==> config.mk <==
export PLATFORM = sky130hd
export DESIGN_NAME = rti_rule_access
export DESIGN_NICKNAME = d
export VERILOG_FILES = /design/src/rtl/rti_pkg.sv /design/src/rtl/rti_rule_access.sv
export SDC_FILE = /design/constraint.sdc
export NUM_CORES = 2
export LEC_CHECK = 0
export BUFFER_PORTS_ARGS = -buffer_cell sky130_fd_sc_hd__buf_2
export CAP_MARGIN = 20
export CORE_UTILIZATION = 34
export CTS_CLUSTER_DIAMETER = 60
export DETAILED_ROUTE_END_ITERATION = 8
export GPL_ROUTABILITY_DRIVEN = 0
export GPL_TIMING_DRIVEN = 1
export RECOVER_POWER = 50
export SLEW_MARGIN = 20
export SYNTH_ARGS = -nofsm -noshare
export SYNTH_HDL_FRONTEND = slang
export SYNTH_SLANG_ARGS = --single-unit
==> constraint.sdc <==
create_clock -name pclk -period 4.73 [get_ports pclk]
set_clock_uncertainty 0.1 [all_clocks]
set_input_delay 1.1825 -clock pclk [delete_from_list [all_inputs] [get_ports pclk]]
set_output_delay 1.1825 -clock pclk [all_outputs]
set_load 0.02 [all_outputs]
==> src/rtl/rti_pkg.sv <==
// rti_pkg: register map, field positions, reset values and timing of the rule table access engine
// assumes a 32-bit APB slave with one register to each aligned word
package rti_pkg;
  // ****************************************
  // register word indices and byte addresses
  // ****************************************
  localparam logic [5:0] IDX_DATA_BASE = 6'h00;
  localparam logic [5:0] IDX_SEL_HIGH = 6'h10;
  localparam logic [5:0] IDX_SEL_LOW = 6'h11;
  localparam logic [5:0] IDX_CTRL = 6'h12;
  localparam logic [7:0] OFF_DATA_BASE = {IDX_DATA_BASE, 2'b00};
  localparam logic [7:0] OFF_SEL_HIGH = {IDX_SEL_HIGH, 2'b00};
  localparam logic [7:0] OFF_SEL_LOW = {IDX_SEL_LOW, 2'b00};
  localparam logic [7:0] OFF_CTRL = {IDX_CTRL, 2'b00};
  // ****************************************
  // access control fields
  // ****************************************
  localparam int CTRL_WR_DONE_BIT = 6;
  localparam int CTRL_RD_DONE_BIT = 5;
  localparam int CTRL_DIR_BIT = 4;
  localparam int CTRL_IDX_MSB = 3;
  // ****************************************
  // reset values
  // ****************************************
  localparam logic [7:0] SEL_RESET = 8'h00;
  localparam logic [4:0] CTRL_RESET = 5'h00;
  localparam logic [7:0] DATA_RESET = 8'h00;
  // ****************************************
  // table access timing, byte count and states
  // ****************************************
  localparam int XFER_TIME_NS = 8;
  localparam int CLK_PERIOD_NS = 4;
  localparam int XFER_CYCLES = (XFER_TIME_NS + CLK_PERIOD_NS - 1) / CLK_PERIOD_NS;
  localparam int NUM_BYTES = 16;
  typedef enum logic [1:0] {
    RTI_IDLE = 2'b00,
    RTI_WAIT = 2'b01,
    RTI_MOVE = 2'b11
  } rti_state_t;
endpackage

==> src/rtl/rti_rule_access.sv <==
// rti_rule_access: indirect access engine for one port's copy of the ingress rule table
// assumes an APB master on pclk; one instance per switch port
`timescale 1ns/1ps
module rti_rule_access #(
  parameter int ENTRIES = 16,
  parameter int XFER_WAIT = rti_pkg::XFER_CYCLES
) (
  input wire logic pclk,
  input wire logic presetn,
  input wire logic psel,
  input wire logic penable,
  input wire logic pwrite,
  input wire logic [7:0] paddr,
  input wire logic [31:0] pwdata,
  output logic [31:0] prdata,
  output logic pready,
  output logic pslverr
);
  // ****************************************
  // register state
  // ****************************************
  logic [7:0] data_reg [rti_pkg::NUM_BYTES];
  logic [7:0] sel_high_reg;
  logic [7:0] sel_low_reg;
  logic [4:0] ctrl_reg;
  logic wr_done_reg;
  logic rd_done_reg;
  logic [3:0] idx_latched_reg;
  logic dir_latched_reg;
  logic [15:0] mask_latched_reg;
  logic [3:0] wait_reg;
  rti_pkg::rti_state_t state_reg;
  logic [31:0] prdata_reg;
  logic pslverr_reg;
  logic pready_reg;

  // ****************************************
  // address decode
  // ****************************************
  // exact match of one aligned register word
  function automatic logic reg_hit(input logic [7:0] addr, input logic [7:0] off);
    return addr == off;
  endfunction

  wire access_w;
  wire setup_w;
  wire wr_access_w;
  wire is_data_w;
  wire is_sel_high_w;
  wire is_sel_low_w;
  wire is_ctrl_w;
  wire mapped_w;
  wire [3:0] data_idx_w;
  assign access_w = psel && penable;
  assign setup_w = psel && !penable;
  assign wr_access_w = access_w && pwrite;
  assign is_data_w = (paddr[7:6] == rti_pkg::OFF_DATA_BASE[7:6]) && (paddr[1:0] == 2'b00);
  assign is_sel_high_w = reg_hit(paddr, rti_pkg::OFF_SEL_HIGH);
  assign is_sel_low_w = reg_hit(paddr, rti_pkg::OFF_SEL_LOW);
  assign is_ctrl_w = reg_hit(paddr, rti_pkg::OFF_CTRL);
  assign mapped_w = is_data_w || is_sel_high_w || is_sel_low_w || is_ctrl_w;
  assign data_idx_w = paddr[5:2];

  // ****************************************
  // transfer control
  // ****************************************
  wire busy_w;
  wire reg_wr_w;
  wire start_w;
  wire start_dir_w;
  wire [15:0] start_mask_w;
  wire wait_over_w;
  wire move_w;
  wire wr_clear_w;
  wire rd_clear_w;
  wire wr_set_w;
  wire rd_set_w;
  // software writes are ignored while a transfer runs
  assign busy_w = state_reg != rti_pkg::RTI_IDLE;
  assign reg_wr_w = wr_access_w && !busy_w;
  assign start_w = reg_wr_w && is_sel_low_w;
  assign start_dir_w = ctrl_reg[rti_pkg::CTRL_DIR_BIT];
  // data byte n follows mask bit 15-n; low half comes from the starting write
  assign start_mask_w = {sel_high_reg, pwdata[7:0]};
  assign wait_over_w = wait_reg <= 4'h1;
  assign move_w = state_reg == rti_pkg::RTI_MOVE;
  assign wr_clear_w = start_w && start_dir_w;
  assign rd_clear_w = start_w && !start_dir_w;
  assign wr_set_w = move_w && dir_latched_reg;
  assign rd_set_w = move_w && !dir_latched_reg;

  // ****************************************
  // read data selection
  // ****************************************
  wire [7:0] ctrl_view_w;
  wire [7:0] rbyte_w;
  wire [31:0] rdata_w;
  assign ctrl_view_w = {1'b0, wr_done_reg, rd_done_reg, ctrl_reg};
  assign rbyte_w = is_data_w ? data_reg[data_idx_w] :
                   is_sel_high_w ? sel_high_reg :
                   is_sel_low_w ? sel_low_reg :
                   is_ctrl_w ? ctrl_view_w : 8'h00;
  assign rdata_w = {24'h00_0000, rbyte_w};

  // ****************************************
  // software registers
  // ****************************************
  always_ff @(posedge pclk or negedge presetn) begin
    if (!presetn) begin
      sel_high_reg <= rti_pkg::SEL_RESET;
    end else if (reg_wr_w && is_sel_high_w) begin
      sel_high_reg <= pwdata[7:0];
    end
  end

  always_ff @(posedge pclk or negedge presetn) begin
    if (!presetn) begin
      sel_low_reg <= rti_pkg::SEL_RESET;
    end else if (reg_wr_w && is_sel_low_w) begin
      sel_low_reg <= pwdata[7:0];
    end
  end

  always_ff @(posedge pclk or negedge presetn) begin
    if (!presetn) begin
      ctrl_reg <= rti_pkg::CTRL_RESET;
    end else if (reg_wr_w && is_ctrl_w) begin
      ctrl_reg <= pwdata[rti_pkg::CTRL_DIR_BIT:0];
    end
  end

  // ****************************************
  // bus answer
  // ****************************************
  // read data captured in the setup cycle, held through the access phase
  always_ff @(posedge pclk or negedge presetn) begin
    if (!presetn) begin
      prdata_reg <= 32'h0000_0000;
    end else if (setup_w) begin
      prdata_reg <= rdata_w;
    end
  end

  // zero wait states: every access phase ends at its first edge
  always_ff @(posedge pclk or negedge presetn) begin
    if (!presetn) begin
      pslverr_reg <= 1'b0;
      pready_reg <= 1'b1;
    end else begin
      pslverr_reg <= setup_w && !mapped_w;
      pready_reg <= 1'b1;
    end
  end
  assign prdata = prdata_reg;
  assign pslverr = pslverr_reg;
  assign pready = pready_reg;

  // ****************************************
  // transfer engine
  // ****************************************
  always_ff @(posedge pclk or negedge presetn) begin
    if (!presetn) begin
      state_reg <= rti_pkg::RTI_IDLE;
      wait_reg <= 4'h0;
    end else begin
      unique case (state_reg)
        rti_pkg::RTI_IDLE: begin
          if (start_w) begin
            wait_reg <= 4'(XFER_WAIT);
            state_reg <= rti_pkg::RTI_WAIT;
          end
        end
        rti_pkg::RTI_WAIT: begin
          wait_reg <= wait_reg - 4'h1;
          if (wait_over_w) begin
            state_reg <= rti_pkg::RTI_MOVE;
          end
        end
        rti_pkg::RTI_MOVE: begin
          state_reg <= rti_pkg::RTI_IDLE;
        end
        default: begin
          state_reg <= rti_pkg::RTI_IDLE;
        end
      endcase
    end
  end

  // entry, direction and selects frozen for the whole transfer
  always_ff @(posedge pclk or negedge presetn) begin
    if (!presetn) begin
      idx_latched_reg <= 4'h0;
      dir_latched_reg <= 1'b0;
      mask_latched_reg <= 16'h0000;
    end else if (start_w) begin
      idx_latched_reg <= ctrl_reg[rti_pkg::CTRL_IDX_MSB:0];
      dir_latched_reg <= start_dir_w;
      mask_latched_reg <= start_mask_w;
    end
  end

  // ****************************************
  // completion flags
  // ****************************************
  always_ff @(posedge pclk or negedge presetn) begin
    if (!presetn) begin
      wr_done_reg <= 1'b1;
    end else if (wr_set_w) begin
      wr_done_reg <= 1'b1;
    end else if (wr_clear_w) begin
      wr_done_reg <= 1'b0;
    end
  end

  always_ff @(posedge pclk or negedge presetn) begin
    if (!presetn) begin
      rd_done_reg <= 1'b1;
    end else if (rd_set_w) begin
      rd_done_reg <= 1'b1;
    end else if (rd_clear_w) begin
      rd_done_reg <= 1'b0;
    end
  end

  // ****************************************
  // data bytes and table storage
  // ****************************************
  // one column of the table per data byte; table contents are not reset
  for (genvar b = 0; b < rti_pkg::NUM_BYTES; b++) begin : g_byte
    logic [7:0] entry_mem [ENTRIES];
    wire sel_w;
    wire load_w;
    wire store_w;
    wire sw_wr_w;
    assign sel_w = mask_latched_reg[rti_pkg::NUM_BYTES - 1 - b];
    assign load_w = rd_set_w && sel_w;
    assign store_w = wr_set_w && sel_w;
    assign sw_wr_w = reg_wr_w && is_data_w && (data_idx_w == 4'(b));
    always_ff @(posedge pclk or negedge presetn) begin
      if (!presetn) begin
        data_reg[b] <= rti_pkg::DATA_RESET;
      end else if (load_w) begin
        data_reg[b] <= entry_mem[idx_latched_reg];
      end else if (sw_wr_w) begin
        data_reg[b] <= pwdata[7:0];
      end
    end
    always_ff @(posedge pclk) begin
      if (store_w) begin
        entry_mem[idx_latched_reg] <= data_reg[b];
      end
    end
  end
endmodule

Yosys cells after proc, flatten, opt, wreduce, memory -nomap -nowiden
Memory sizes are Yosys's and may differ from the RTL's.
Cells that the tools add are included.
{"block": "word_totals", "register_bits": 187, "ramBits": 2048, "input_bits": 45, "mem_count": 16}
{"name": "g_byte[0].entry_mem", "depth": 16, "word_bits": 8, "read_ports": 1, "rd_clocked_by_memory_dff": 0, "write_ports": 1, "line_no": "rti_rule_access.sv:230", "rtl": "logic [7:0] entry_mem [ENTRIES];"}
{"name": "g_byte[10].entry_mem", "depth": 16, "word_bits": 8, "read_ports": 1, "rd_clocked_by_memory_dff": 0, "write_ports": 1, "line_no": "rti_rule_access.sv:230"}
{"name": "g_byte[11].entry_mem", "depth": 16, "word_bits": 8, "read_ports": 1, "rd_clocked_by_memory_dff": 0, "write_ports": 1, "line_no": "rti_rule_access.sv:230"}
{"name": "g_byte[12].entry_mem", "depth": 16, "word_bits": 8, "read_ports": 1, "rd_clocked_by_memory_dff": 0, "write_ports": 1, "line_no": "rti_rule_access.sv:230"}
{"name": "g_byte[13].entry_mem", "depth": 16, "word_bits": 8, "read_ports": 1, "rd_clocked_by_memory_dff": 0, "write_ports": 1, "line_no": "rti_rule_access.sv:230"}
{"name": "g_byte[14].entry_mem", "depth": 16, "word_bits": 8, "read_ports": 1, "rd_clocked_by_memory_dff": 0, "write_ports": 1, "line_no": "rti_rule_access.sv:230"}
{"name": "10 more memories"}
{"block": "classes", "n_addsub": 1, "magnitude_cmp": 2, "eq_ne": 22, "n_mux": 80, "bitwise_logic": 1, "n_reduce_logical": 96}
{"cell": "$mux 8", "count": 37}
{"cell": "$logic_and 1x1->1", "count": 62}
{"cell": "$reduce_bool 2->1", "count": 20}
{"cell": "$mux 1", "count": 36}
{"cell": "$bmux 8 s4", "count": 1}
{"cell": "$eq 4x4->1 const B", "count": 8}
{"cell": "$eq 8x7->1 const B", "count": 3}
{"cell": "$eq 4x3->1 const B", "count": 4}
{"cell": "$eq 4x2->1 const B", "count": 2}
{"cell": "$pmux 4 s2", "count": 1}
{"cell": "$mux 7", "count": 1}
{"cell": "$logic_not 2->1", "count": 3}
{"cell": "$ge 5x5->1 const B", "count": 1}
{"cell": "$logic_not 1->1", "count": 5}
{"cell": "$not 4->5", "count": 1}
{"cell": "$eq 4x1->1 const B", "count": 1}
{"cell": "$le 4x1->1 const B", "count": 1}
{"cell": "$logic_not 4->1", "count": 1}
{"cell": "$mux 2", "count": 2}
{"cell": "$mux 4", "count": 1}
{"cell": "$ne 2x2->1 const B", "count": 2}
{"cell": "$pmux 2 s2", "count": 1}
{"cell": "$reduce_and 2->1", "count": 2}
{"cell": "$sub 4x1->4 const B", "count": 1}
{"cell": "other kinds (3)", "count": 5}

Logic depth before layout (Yosys ltp)
{"block": "depth", "word_depth": 7, "ltp_mapped": 10, "ltp_nobuf": 5}

Least setup slack after synthesis
No wires, ideal clock.
{"block": "synth_path", "path_kind": "input to register", "startpoint": "in paddr[7]", "endpoint": "reg data_reg[40] in the netlist's numbering", "setup_time_ns": 0.131, "arrival_time_ns": 3.074, "path_slack_ns": 1.425, "path_stages": 8, "n_path_buf": 3, "path_cell_list": "or4_1 buf_2 or3_1 buf_6 buf_6 nor3_4 nor2_2 o2bb2ai_1"}
{"block": "synth_between", "elab_chain_cells": 5}
{"item": "from (decl)", "line_no": "rti_rule_access.sv:13", "rtl": "input wire logic [7:0] paddr,"}
{"item": "$logic_not 2->1", "line_no": "rti_rule_access.sv:57", "rtl": "assign is_data_w = (paddr[7:6] == rti_pkg::OFF_DATA_BASE[7:6]) && (paddr[1:0] == 2'b00);"}
{"item": "$logic_and 1x1->1", "line_no": "rti_rule_access.sv:57"}
{"item": "$logic_and 1x1->1 (2 in a row)", "line_no": "rti_rule_access.sv:238", "rtl": "assign sw_wr_w = reg_wr_w && is_data_w && (data_idx_w == 4'(b));"}
{"item": "$reduce_bool 2->1 (no line)"}
{"item": "to (signal, indexed assignment)", "line_no": "rti_rule_access.sv:241", "rtl": "data_reg[b] <= rti_pkg::DATA_RESET;"}
{"item": "to (signal, indexed assignment)", "line_no": "rti_rule_access.sv:243", "rtl": "data_reg[b] <= entry_mem[idx_latched_reg];"}
{"item": "to (signal, indexed assignment)", "line_no": "rti_rule_access.sv:245", "rtl": "data_reg[b] <= pwdata[7:0];"}
{"item": "to (decl)", "line_no": "rti_rule_access.sv:22", "rtl": "logic [7:0] data_reg [rti_pkg::NUM_BYTES];"}
Every way passes these cells.
A chain may end at the register's enable or synchronous reset.

Worst setup path after layout
{"block": "layout_path", "startpoint": "reg idx_latched_reg[2]", "endpoint": "reg data_reg[1] in the netlist's numbering"}
{"block": "layout_between", "elab_chain_cells": 2}
{"item": "from (decl)", "line_no": "rti_rule_access.sv:28", "rtl": "logic [3:0] idx_latched_reg;"}
{"item": "from (signal assigned)", "line_no": "rti_rule_access.sv:196", "rtl": "idx_latched_reg <= ctrl_reg[rti_pkg::CTRL_IDX_MSB:0];"}
{"item": "$mem_v2 16x8"}
{"item": "$mux 8", "line_no": "rti_rule_access.sv:242", "rtl": "end else if (load_w) begin"}
Every way passes these cells.

==> results.sh <==
export IMPL_cp_cell_sequence="buf_4 -> buf_4 -> mux4_2 -> a22o_1 -> a211oi_1 -> o2bb2ai_1"
export IMPL_clock_latency_ns=0.86
export IMPL_status="finished, violations left"
export IMPL_worst_ep_arrival_time_ns=4.35
export IMPL_io_buffers=29
export IMPL_avgRoutedWirePerCell_um=27.9
export IMPL_cts_resized=0
export IMPL_startpoint_type="flip-flop"
export IMPL_grt_pass1_wl_mm=329
export IMPL_final_hold_violation_count=0
export IMPL_max_slew_margin_pct=-81.7
export IMPL_p_leak_nw=31.8
export IMPL_finalPower_mw=38.9
export IMPL_critPathMaxStageDelay_ns=0.85
export IMPL_nets=4695
export IMPL_path_clk_slew_ns=0.07
export IMPL_cts_hold_fix_buffers=0
export IMPL_ff2ff_setup_slack_ns=1.0
export IMPL_cts_tree="yes"
export IMPL_whs_ns=0.170
export IMPL_hold_path_class="in -> async"
export IMPL_postCtsSetupRepairBufs=0
export IMPL_start_util_pct=34.3
export IMPL_ys_seq_area_share_pct=75.4
export IMPL_cts_sinks=2227
export IMPL_core_area_sq_um=255000
export IMPL_io_pins=79
export IMPL_r2r_start="idx_latched_reg[2]"
export IMPL_ctsLongestPathBuffers=3
export IMPL_num_vias=45100
export IMPL_violations="max-capacitance violations, max-slew violations"
export IMPL_ir_worst_vdd_uv=393
export IMPL_antenna_found_initial=15
export IMPL_syn2layout_area_growth_pct=13.3
export IMPL_synth_ff_type="edfxtp_1"
export IMPL_crit_path_frequent_cell="buf_4"
export IMPL_grt_total_usage_pct=17.7
export IMPL_worstMarginPinSlew_ns=2.73
export IMPL_worstPathMaxFanout=52
export IMPL_maxSlewViolCount=83
export IMPL_cts_buffers=219
export IMPL_synth_cell_types=58
export IMPL_grt_max_degree=130
export IMPL_ant_nets=0
export IMPL_drc_errors=0
export IMPL_setup_tns_ns=0
export IMPL_period_needed_ns=3.73
export IMPL_finalNonFillerCells=8221
export IMPL_crit_family="buffers and inverters"
export IMPL_grt_overflow=0
export IMPL_synthArstFlopShare_pct=8.04
export IMPL_fp_dieH_um=509
export IMPL_rsz0062_at_grt="false"
export IMPL_yosysWarningCount=0
export IMPL_cts_root_buf="clkbuf_16"
export IMPL_drive_gt1_share_pct=22.5
export IMPL_grt_pass1_vias=45600
export IMPL_finalSetupViolCount=0
export IMPL_htreeDepth=4
export IMPL_startpoint="idx_latched_reg[2]"
export IMPL_syn_cell_area_sq_um=87500
export IMPL_drt_pass1_iterations=6
export IMPL_drt_total_wl_mm=229
export IMPL_dieArea_sq_um=259000
export IMPL_post_route_period_util_pct=78.9
export IMPL_end_kind="flip-flop"
export IMPL_largest_reg_flops=2048
export IMPL_placedCellCount=7793
export IMPL_avgViaCountPerCell=5.48
export IMPL_dp_hpwl_mm=140
export IMPL_num_fill_cells=22900
export IMPL_ys_seq_elements=2227
export IMPL_reg2reg_to="data_reg[1]"
export IMPL_avgSynthCellArea_sq_um=19.3
export IMPL_ff2ff_path_depth=6
export IMPL_power_density_nw_per_um2=393
export IMPL_die_x_um=509
export IMPL_critical_path_required_ns=5.35
export IMPL_max_freq_mhz=268
export IMPL_drt_initial_drc_count=5102
export IMPL_rows=185
export IMPL_critical_path_class="reg -> reg"
export IMPL_max_cap_violations=3
export IMPL_path_buf_inv=2
export IMPL_synth_edf_count=2048
export IMPL_syn_inst=4533
export IMPL_crit_path_top_delay_cell="dfrtp_4"
-- cells in the mapped netlist, drive strengths merged (3+ instances only) --
cell type	instances	area share [%]
inv	3	0.013
nand3	27	0.15
o21a	3	0.026
a211oi	9	0.077
o2111ai	66	0.66
a2111o	6	0.077
a22o	45	0.45
and2	13	0.093
buf	151	0.86
and4b	3	0.034
a22oi	6	0.051
nor4	3	0.021
o2bb2ai	96	0.96
and3	10	0.072
dfrtp	177	5.1
a221oi	81	0.81
o22ai	15	0.11
a21oi	109	0.62
o211ai	6	0.051
a2111oi	15	0.15
o31ai	14	0.13
a211o	6	0.060
mux2	95	1.2
nand2b	9	0.064
edfxtp	2048	70
nor2	328	1.4
o21ai	21	0.12
nor3	22	0.28
nand2	271	1.2
mux2i	210	2.4
or3	8	0.057
a31oi	27	0.19
mux4	433	11
nor2b	11	0.079
clkbuf	164	0.70
-- worst max-delay path by stage --
stage / slack [ns] / depth (start not counted) / endpoint
2_1_floorplan: 1.42 / 8 / data_reg[40]
3_3_place_gp: 0.70 / 7 / data_reg[63]
3_5_place_dp: 0.66 / 7 / data_reg[60]
4_1_cts: 0.96 / 6 / data_reg[1]
5_1_grt: 0.87 / 6 / data_reg[1]
6_report: 1.0 / 6 / data_reg[1]
-- cell type report --
type                       count  area [sq um]  area share, %
antenna                       11          27.5         0.0278
clock buffer                 310          6130           6.19
clock inverter               107           955          0.964
inverter                       3          11.3         0.0114
multi-input combinational   2011         20300           20.5
sequential                  2227         66000           66.6
tap                         3366          4210           4.25
timing repair buffer         186          1460           1.47
-- where the power goes --
part | internal [mW] | switching, mW
Sequential | 21.3 | 0.118
Clock | 9.70 | 7.42
Combinational | 0.0873 | 0.271
-- cells in the final DEF, fill, tap and decap left out, types with 26 or more instances in the layout --
cell,count
clkbuf_16,226
dfrtp_1,173
o2bb2ai_1,96
buf_4,144
clkinv_1,30
a221oi_1,81
buf_2,26
a31oi_1,27
clkbuf_1,72
edfxtp_1,2048
a22o_1,45
nand2_1,259
nor2_1,315
mux2i_1,210
a21oi_1,109
o2111ai_1,66
mux2_2,95
mux4_2,433
clkinv_2,49
-- per-layer routing --
layer,track usage (%),vias up,wire (um)
met5,0,-,27
met4,6.91,4,8730
met3,3.37,435,18900
met2,28.1,1945,109000
met1,23.9,24000,92700
li1,-,18700,-
-- cell families after synthesis --
family / synth area share, %
other: 0.00859
AO/OA/AOI/OAI: 4.61
adder cells (fa/ha/maj): 0.0286
multiplexers: 14.8
flip-flops: 75.4
XOR/XNOR: 0.0100
AND/OR/NAND/NOR: 3.55
buffers and inverters: 1.58
-- through the flow --
step                area, sq um  util (%)  worst slack, ns
floorplan                 87500         -             1.42
global placement          92000      36.1            0.704
detailed placement        92000      36.1            0.658
CTS                       99100      38.9            0.960
global route              99100      38.9            0.868
finish                    99100      38.9            0.998
-- worst reg2reg max path: cells and delay by family (launching register included) --
kind | cells | cell delay (ns)
AOI/OAI and AO/OA | 3 | 0.62
buffers and inverters | 2 | 1.57
DFF | 1 | 0.85
muxes | 1 | 0.48
Power figures use the tool's default switching activity.
